==> src/logic/pgrw_defs.svh <==
// Purpose: offsets, field positions and reset values of the planar read/write path
// Assumes: indexed register file reached through an index port and a data port
// Notes: register values are 8 bits wide
`ifndef PGRW_DEFS_SVH
`define PGRW_DEFS_SVH

`define PGRW_IDX_ROT_FUNC 8'h03
`define PGRW_IDX_RD_PLANE 8'h04
`define PGRW_IDX_GFX_MODE 8'h05

`define PGRW_ROT_FUNC_MASK 8'h1f
`define PGRW_RD_PLANE_MASK 8'h03
`define PGRW_GFX_MODE_MASK 8'h7f

`define PGRW_ROT_FUNC_RESET 8'h1f
`define PGRW_RD_PLANE_RESET 8'h03
`define PGRW_GFX_MODE_RESET 8'h73

`define PGRW_ROT_CNT_LSB 0
`define PGRW_FUNC_LSB 3
`define PGRW_WMODE_LSB 0
`define PGRW_WMODE_TOP 2
`define PGRW_RMODE_BIT 3
`define PGRW_ODD_EVEN_BIT 4
`define PGRW_SHIFT_CGA_BIT 5
`define PGRW_SHIFT_256_BIT 6

`define PGRW_FUNC_PASS 2'h0
`define PGRW_FUNC_AND 2'h1
`define PGRW_FUNC_OR 2'h2
`define PGRW_FUNC_XOR 2'h3

`define PGRW_WMODE_0 3'h0
`define PGRW_WMODE_1 3'h1
`define PGRW_WMODE_2 3'h2
`define PGRW_WMODE_3 3'h3

`endif

==> src/logic/pgrw_pkg.sv <==
// Purpose: shared types of the planar read/write path
// Assumes: four display planes, one byte per plane per access
// Notes: constants live in pgrw_defs.svh
package pgrw_pkg;

   // plane 3 in the top byte, plane 0 in the bottom byte
   typedef logic [3:0][7:0] pgrw_planes_t;

   typedef struct packed
   {
      pgrw_planes_t data;
      logic [7:0] bit_en;
   } pgrw_mem_wr_t;

   typedef struct packed
   {
      logic shift_256;
      logic shift_cga;
      logic odd_even;
   } pgrw_shift_cfg_t;

endpackage : pgrw_pkg

==> src/logic/pgrw_datapath.sv <==
// Purpose: planar graphics controller datapath with its three indexed control registers
// Assumes: host strobes are one cycle and synchronous to sys_clk; neighbouring registers
//          (set/reset, compare colour, ignore planes, bit mask, extension) arrive as inputs
// Notes: all outputs are registered; answers appear one cycle after the strobe
`include "pgrw_defs.svh"

module pgrw_datapath #(
   parameter int DATA_W = 8,
   parameter int ROT_W = 3
) (
   input wire logic sys_clk, // memory clock
   input wire logic rst_n, // chip reset, active low
   input wire logic io_index_wr, // write pulse to the index port
   input wire logic io_data_wr, // write pulse to the data port
   input wire logic io_data_rd, // read pulse on the data port
   input wire logic [7:0] io_wdata, // io write byte
   output logic [7:0] io_rdata, // io read byte
   output logic io_rvalid, // io read answer pulse
   input wire logic latch_rb_rd, // io read of the latch readback register
   input wire logic mem_rd_req, // host memory read pulse
   input wire logic mem_wr_req, // host memory write pulse
   input wire logic [7:0] cpu_wdata, // host memory write byte
   input wire pgrw_pkg::pgrw_planes_t plane_rdata, // planes read at the host address
   input wire logic [3:0] set_reset_val, // set/reset plane values
   input wire logic [3:0] set_reset_en, // set/reset plane enables
   input wire logic [3:0] compare_colour, // compare colour
   input wire logic [3:0] colour_ignore_n, // 0 makes a plane don't care
   input wire logic [7:0] bit_mask, // bit mask
   input wire logic ext_enable, // extension enable bit
   output logic [7:0] cpu_rdata, // host read byte
   output logic cpu_rvalid, // host read answer pulse
   output pgrw_pkg::pgrw_mem_wr_t mem_wr, // plane write data and bit enables
   output logic mem_we, // plane write pulse
   output pgrw_pkg::pgrw_shift_cfg_t shift_cfg // shift register and addressing setup
);

   // refused at elaboration: plane bytes and field positions are fixed at 8 and 3
   if (DATA_W != 8 || ROT_W != 3)
   begin : g_bad_width
      $error("pgrw_datapath: only an 8-bit path with 3-bit rotate is supported");
   end

   logic [7:0] index_reg;
   logic [7:0] rot_func_reg;
   logic [7:0] rd_plane_reg;
   logic [7:0] gfx_mode_reg;
   pgrw_pkg::pgrw_planes_t latch_reg;
   logic [7:0] rotated;
   logic [2:0] wmode;
   logic [1:0] func;
   logic [1:0] plane_sel;
   logic read_mode;
   logic [7:0] compare_bits;
   pgrw_pkg::pgrw_mem_wr_t wr_next;

   assign wmode = gfx_mode_reg[`PGRW_WMODE_LSB +: 3];
   assign func = rot_func_reg[`PGRW_FUNC_LSB +: 2];
   assign plane_sel = rd_plane_reg[1:0];
   assign read_mode = gfx_mode_reg[`PGRW_RMODE_BIT];

   pgrw_rotator #(
      .W(DATA_W),
      .CW(ROT_W)
   ) u_rot (
      .din(cpu_wdata),
      .count(rot_func_reg[`PGRW_ROT_CNT_LSB +: 3]),
      .dout(rotated)
   );

   always_ff @(posedge sys_clk or negedge rst_n)
   begin
      if (!rst_n)
      begin
         index_reg <= 8'h00;
      end
      else if (io_index_wr)
      begin
         index_reg <= io_wdata;
      end
   end

   // reserved bits are masked on write so they always read back zero
   always_ff @(posedge sys_clk or negedge rst_n)
   begin
      if (!rst_n)
      begin
         rot_func_reg <= `PGRW_ROT_FUNC_RESET;
         rd_plane_reg <= `PGRW_RD_PLANE_RESET;
         gfx_mode_reg <= `PGRW_GFX_MODE_RESET;
      end
      else if (io_data_wr)
      begin
         unique case (index_reg)
            `PGRW_IDX_ROT_FUNC: rot_func_reg <= io_wdata & `PGRW_ROT_FUNC_MASK;
            `PGRW_IDX_RD_PLANE: rd_plane_reg <= io_wdata & `PGRW_RD_PLANE_MASK;
            `PGRW_IDX_GFX_MODE:
            begin
               gfx_mode_reg <= io_wdata & `PGRW_GFX_MODE_MASK;
               gfx_mode_reg[`PGRW_WMODE_TOP] <= io_wdata[`PGRW_WMODE_TOP] & ext_enable;
            end
            default:
            begin
            end
         endcase
      end
   end

   // other indices belong to neighbouring registers; this block answers zero there
   always_ff @(posedge sys_clk or negedge rst_n)
   begin
      if (!rst_n)
      begin
         io_rdata <= 8'h00;
         io_rvalid <= 1'b0;
      end
      else
      begin
         io_rvalid <= io_data_rd;
         if (io_data_rd)
         begin
            unique case (index_reg)
               `PGRW_IDX_ROT_FUNC: io_rdata <= rot_func_reg;
               `PGRW_IDX_RD_PLANE: io_rdata <= rd_plane_reg;
               `PGRW_IDX_GFX_MODE: io_rdata <= gfx_mode_reg;
               default: io_rdata <= 8'h00;
            endcase
         end
      end
   end

   always_ff @(posedge sys_clk or negedge rst_n)
   begin
      if (!rst_n)
      begin
         latch_reg <= '0;
      end
      else if (mem_rd_req)
      begin
         latch_reg <= plane_rdata;
      end
   end

   // per pixel: ignored planes force a match, the rest compare to the colour
   always_comb
   begin
      for (int i = 0; i < 8; i++)
      begin
         compare_bits[i] = 1'b1;
         for (int p = 0; p < 4; p++)
         begin
            if (colour_ignore_n[p] && (plane_rdata[p][i] != compare_colour[p]))
            begin
               compare_bits[i] = 1'b0;
            end
         end
      end
   end

   // the readback read answers from the latches, which hold the last memory read
   always_ff @(posedge sys_clk or negedge rst_n)
   begin
      if (!rst_n)
      begin
         cpu_rdata <= 8'h00;
         cpu_rvalid <= 1'b0;
      end
      else
      begin
         cpu_rvalid <= mem_rd_req | latch_rb_rd;
         if (latch_rb_rd)
         begin
            cpu_rdata <= latch_reg[plane_sel];
         end
         else if (mem_rd_req)
         begin
            if (read_mode)
            begin
               cpu_rdata <= compare_bits;
            end
            else
            begin
               cpu_rdata <= plane_rdata[plane_sel];
            end
         end
      end
   end

   // extended modes 4/5 and reserved codes write nothing here
   always_comb
   begin
      wr_next.data = '0;
      wr_next.bit_en = 8'h00;
      unique case (wmode)
         `PGRW_WMODE_0:
         begin
            wr_next.bit_en = bit_mask;
            for (int p = 0; p < 4; p++)
            begin
               wr_next.data[p] = set_reset_en[p] ? {8{set_reset_val[p]}} : rotated;
               unique case (func)
                  `PGRW_FUNC_PASS: wr_next.data[p] = wr_next.data[p];
                  `PGRW_FUNC_AND: wr_next.data[p] = wr_next.data[p] & latch_reg[p];
                  `PGRW_FUNC_OR: wr_next.data[p] = wr_next.data[p] | latch_reg[p];
                  `PGRW_FUNC_XOR: wr_next.data[p] = wr_next.data[p] ^ latch_reg[p];
               endcase
            end
         end
         `PGRW_WMODE_1:
         begin
            wr_next.data = latch_reg;
            wr_next.bit_en = 8'hff;
         end
         `PGRW_WMODE_2:
         begin
            wr_next.bit_en = bit_mask;
            for (int p = 0; p < 4; p++)
            begin
               wr_next.data[p] = {8{cpu_wdata[p]}};
            end
         end
         `PGRW_WMODE_3:
         begin
            wr_next.bit_en = bit_mask & rotated;
            for (int p = 0; p < 4; p++)
            begin
               wr_next.data[p] = {8{set_reset_val[p]}};
            end
         end
         default:
         begin
            wr_next.data = '0;
            wr_next.bit_en = 8'h00;
         end
      endcase
   end

   // registers are flops, so a data-port write lands before any later access
   always_ff @(posedge sys_clk or negedge rst_n)
   begin
      if (!rst_n)
      begin
         mem_wr <= '0;
         mem_we <= 1'b0;
      end
      else
      begin
         mem_we <= mem_wr_req;
         if (mem_wr_req)
         begin
            mem_wr <= wr_next;
         end
      end
   end

   always_ff @(posedge sys_clk or negedge rst_n)
   begin
      if (!rst_n)
      begin
         shift_cfg <= '0;
      end
      else
      begin
         shift_cfg.shift_256 <= gfx_mode_reg[`PGRW_SHIFT_256_BIT];
         shift_cfg.shift_cga <= gfx_mode_reg[`PGRW_SHIFT_CGA_BIT]
            & ~gfx_mode_reg[`PGRW_SHIFT_256_BIT];
         shift_cfg.odd_even <= gfx_mode_reg[`PGRW_ODD_EVEN_BIT];
      end
   end

endmodule : pgrw_datapath

==> src/logic/pgrw_rotator.sv <==
// Purpose: right rotate of a CPU data byte by a small count
// Assumes: count below the data width
// Notes: purely combinational
module pgrw_rotator #(
   parameter int W = 8,
   parameter int CW = 3
) (
   input wire logic [W-1:0] din, // incoming data
   input wire logic [CW-1:0] count, // rotate positions
   output logic [W-1:0] dout // rotated data
);

   // refused at elaboration: the double-width shift only rotates when W is 2**CW
   if (W != (1 << CW))
   begin : g_bad_width
      $error("pgrw_rotator: W must equal 2**CW");
   end

   // lsb wraps into msb
   always_comb
   begin
      dout = W'({din, din} >> count);
   end

endmodule : pgrw_rotator

==> config.mk <==
export PLATFORM = sky130hd
export DESIGN_NAME = pgrw_datapath
export DESIGN_NICKNAME = d
export VERILOG_FILES = /design/src/logic/pgrw_pkg.sv /design/src/logic/pgrw_datapath.sv /design/src/logic/pgrw_rotator.sv
export VERILOG_INCLUDE_DIRS = /design/src /design/src/logic
export SDC_FILE = /design/constraint.sdc
export NUM_CORES = 1
export LEC_CHECK = 0
export ABC_AREA = 1
export CAP_MARGIN = 20
export CORE_MARGIN = 1
export CORE_UTILIZATION = 70
export CTS_CLUSTER_DIAMETER = 200
export DETAILED_ROUTE_END_ITERATION = 12
export DONT_BUFFER_PORTS = 1
export PLACE_DENSITY = 0.91
export SETUP_SLACK_MARGIN = 0.5
export SYNTH_ARGS = -nofsm -noshare
export SYNTH_HDL_FRONTEND = slang
export SYNTH_HIERARCHICAL = 1
export SYNTH_SLANG_ARGS = --single-unit
==> constraint.sdc <==
create_clock -name sys_clk -period 5.9 [get_ports sys_clk]
set_clock_uncertainty 0.15 [all_clocks]
set_input_delay 0.59 -clock sys_clk [delete_from_list [all_inputs] [get_ports sys_clk]]
set_output_delay 0.59 -clock sys_clk [all_outputs]
set_load 0.02 [all_outputs]
==> reports/qor.csv <==
metric,value,unit
status,finished clean,
CP Capture Type,register,
met2 WL,11800,um
DRC,0,
minimum clock period,2.76,ns
metal3 WL,3650,um
CTS tree,yes,
R2R Path End,mem_wr[38],
Synth cell types,30,
total negative setup slack,0,ns
R2R setup slack,3.14,ns
largest net degree at the start of global routing,116,
design area,9570,um^2
Worst Hold Class,input port to register,
"Cell Area, Synth",9040,um^2
synth-to-layout area growth,5.80,%
CP Cell Sequence,"inv_2, nand3_1, nand3_1, nand2_1, nand2_1, nand2_1, inv_1, ha_1, nand2_1, nand3_1, nand3_1, nand2_1, nand2_1, nand2_1",
clock sink total,115,
H-tree depth,4,
I/O pin count,143,
final wirelength,27100,um
FF-to-FF Start,rot_func_reg[1],
DR pass1 iterations,6,
Largest register FFs,40,
crit path max fanout,11,
wire per inst,17.1,um
GRT Total Usage,42.3,%
Synth Register Bits,115,
maximum buffer depth of the clock tree,2,
initial antenna violation count,0,
DP HPWL,18500,um
clk slew on worst S/H paths,0.06,ns
Post-CTS Setup Inserts,0,
Die H,116,um
root buffer cell,clkbuf_16,
Mapped Cells,1449,
peak supply drop,0.198,mV
die area,13400,um^2
Syn Nets,1594,
M1 WL,10400,um
ratio of final minimum period to clock period,46.8,%
syn_area_per_cell,6.24,um^2
fin nets,1550,
RSZ-0062 raised after global routing,false,
Max-cap violations,0,
# rows,41,
"Warnings, synthesis",6,
vias in the first global route,8697,
reg2reg path depth,14,
Clock Latency Late Sink,0.43,ns
vias,9405,
Iteration-0 DRC Markers,1042,
worst hold stages,0,
placed instance area,8930,um^2
register area share after synthesis,32.0,%
Critical Path Start,rot_func_reg[1],
Cell Pwr Density,331,nW/um^2
Slew headroom,28.8,%
Congestion Overflow GR,0,
max incr delay on CP,0.73,ns
"most used cell, CP",nand2_1,
count of pins over their slew limit,0,
first-pass GRT wire length,43300,um
vias per cell,5.92,
DIE WIDTH,116,um
Port Buffers,0,
leak pwr,5.29,nW
"Slowest-stage cell, CP",dfstp_2,
final antenna-violating net count,0,
layout cells sized above 1,5.71,%
final setup violation count,0,
number of buffers created by CTS,17,
final hold violations,0,
Hold Path End,io_rvalid,
Antenna Cells,0,
CP required,6.07,ns
Worst Tran Pin Value,1.07,ns
max layer used,met4,
Initial Util,71.7,%
core area,12600,um^2
Crit Path Class,register to register,
RePlAce Congestion,0.992,
CP startpoint kind,register,
Fmax,362,MHz
hold_sp,io_data_rd,
worst path arrival time,2.94,ns
==> routing by layer <==
metal / GRT usage (%) / vias up
met5: 0 / -
met4: 21.5 / 0
met3: 12.7 / 133
met2: 65.3 / 632
met1: 53.9 / 4254
li1: - / 4386
==> Yosys cell counts (all sizes together) <==
| master | count | area (um^2) |
|---|---|---|
| nand3 | 161 | 836 |
| dfrtp | 103 | 2580 |
| a21oi | 1 | 5.00 |
| nand2 | 610 | 2310 |
| o21ai | 99 | 510 |
| nand4 | 7 | 43.8 |
| o31ai | 1 | 7.51 |
| buf | 45 | 259 |
| clkbuf | 23 | 88.8 |
| o211ai | 8 | 60.1 |
| ha | 64 | 801 |
| nor3 | 2 | 21.3 |
| dfstp | 12 | 315 |
| inv | 167 | 634 |
| conb | 1 | 3.75 |
| nor2 | 140 | 538 |
| or2 | 5 | 31.3 |
==> logic make-up (layout without fill, tap and decap cells) <==
group | after synthesis | after routing | share of synthesized area, %
and+or+nand+nor | 925 | 925 | 41.8
buffers and inverters | 235 | 204 | 10.9
DFF | 115 | 115 | 32.0
AOI/OAI and AO/OA | 109 | 109 | 6.45
adders and majority gates | 64 | 64 | 8.86
other | 1 | 1 | 0.0415
==> worst max-delay path by stage <==
stage	endpoint	slack [ns]	cells past startpoint
floorplan	mem_wr[12]	3.85	15
global route	mem_wr[33]	3.07	8
CTS	mem_wr[38]	3.24	14
detailed placement	mem_wr[32]	3.33	8
finish	mem_wr[38]	3.14	14
global placement	mem_wr[12]	3.36	14
==> area by class of cell <==
| class | count | area (um^2) |
|---|---|---|
| Clock inverter | 12 | 108 |
| Clock buffer | 20 | 467 |
| Multi-Input combinational cell | 1099 | 5170 |
| Inverter | 167 | 634 |
| Fill cell | 1031 | 3050 |
| Timing Repair Buffer | 5 | 80.1 |
| Tap cell | 172 | 215 |
| Sequential cell | 115 | 2890 |
==> through the flow <==
step / util [%] / hold slack [ns] / worst slack, ns / instances / total power [mW]
finish: 75.8 / 0.0380 / 3.14 / 1590 / 3.17
global route: 75.8 / 0.0262 / 3.07 / 1590 / 3.36
CTS: 75.6 / 0.0345 / 3.24 / 1589 / 3.13
detailed placement: 70.7 / 0.148 / 3.33 / 1555 / 2.11
global placement: 70.7 / 0.148 / 3.36 / 1555 / 2.08
floorplan: - / 0.144 / 3.85 / 1449 / 1.90
==> where the power goes <==
group	switching (mW)	internal [mW]
Combinational	0.633	0.309
Clock	0.380	0.609
Sequential	0.295	0.945
==> placed cells by master (no fill, tap or decap), types with 7 or more instances in the layout <==
cell type	instances
nand2_2	9
nor2_1	137
o21ai_0	71
ha_1	64
dfstp_2	12
nand2_1	601
nand4_1	7
clkbuf_16	17
o21ai_1	24
nand3_1	155
dfrtp_1	103
o211ai_1	8
inv_1	162
==> critical path: cells and delay by family (launching register included) <==
family / cells / cell delay (ns)
flops: 1 / 0.73
buf+inv: 2 / 0.22
fa+ha+maj: 1 / 0.27
simple gates: 11 / 1.27
==> what timing repair did <==
item                                   in CTS  in global routing
setup endpoints to repair                   0                  0
endpoints found under the hold margin     115                  0
hold buffers                                2                  0
gates resized for setup                     0                  0
No activity file was read; power rests on OpenSTA's default activity.
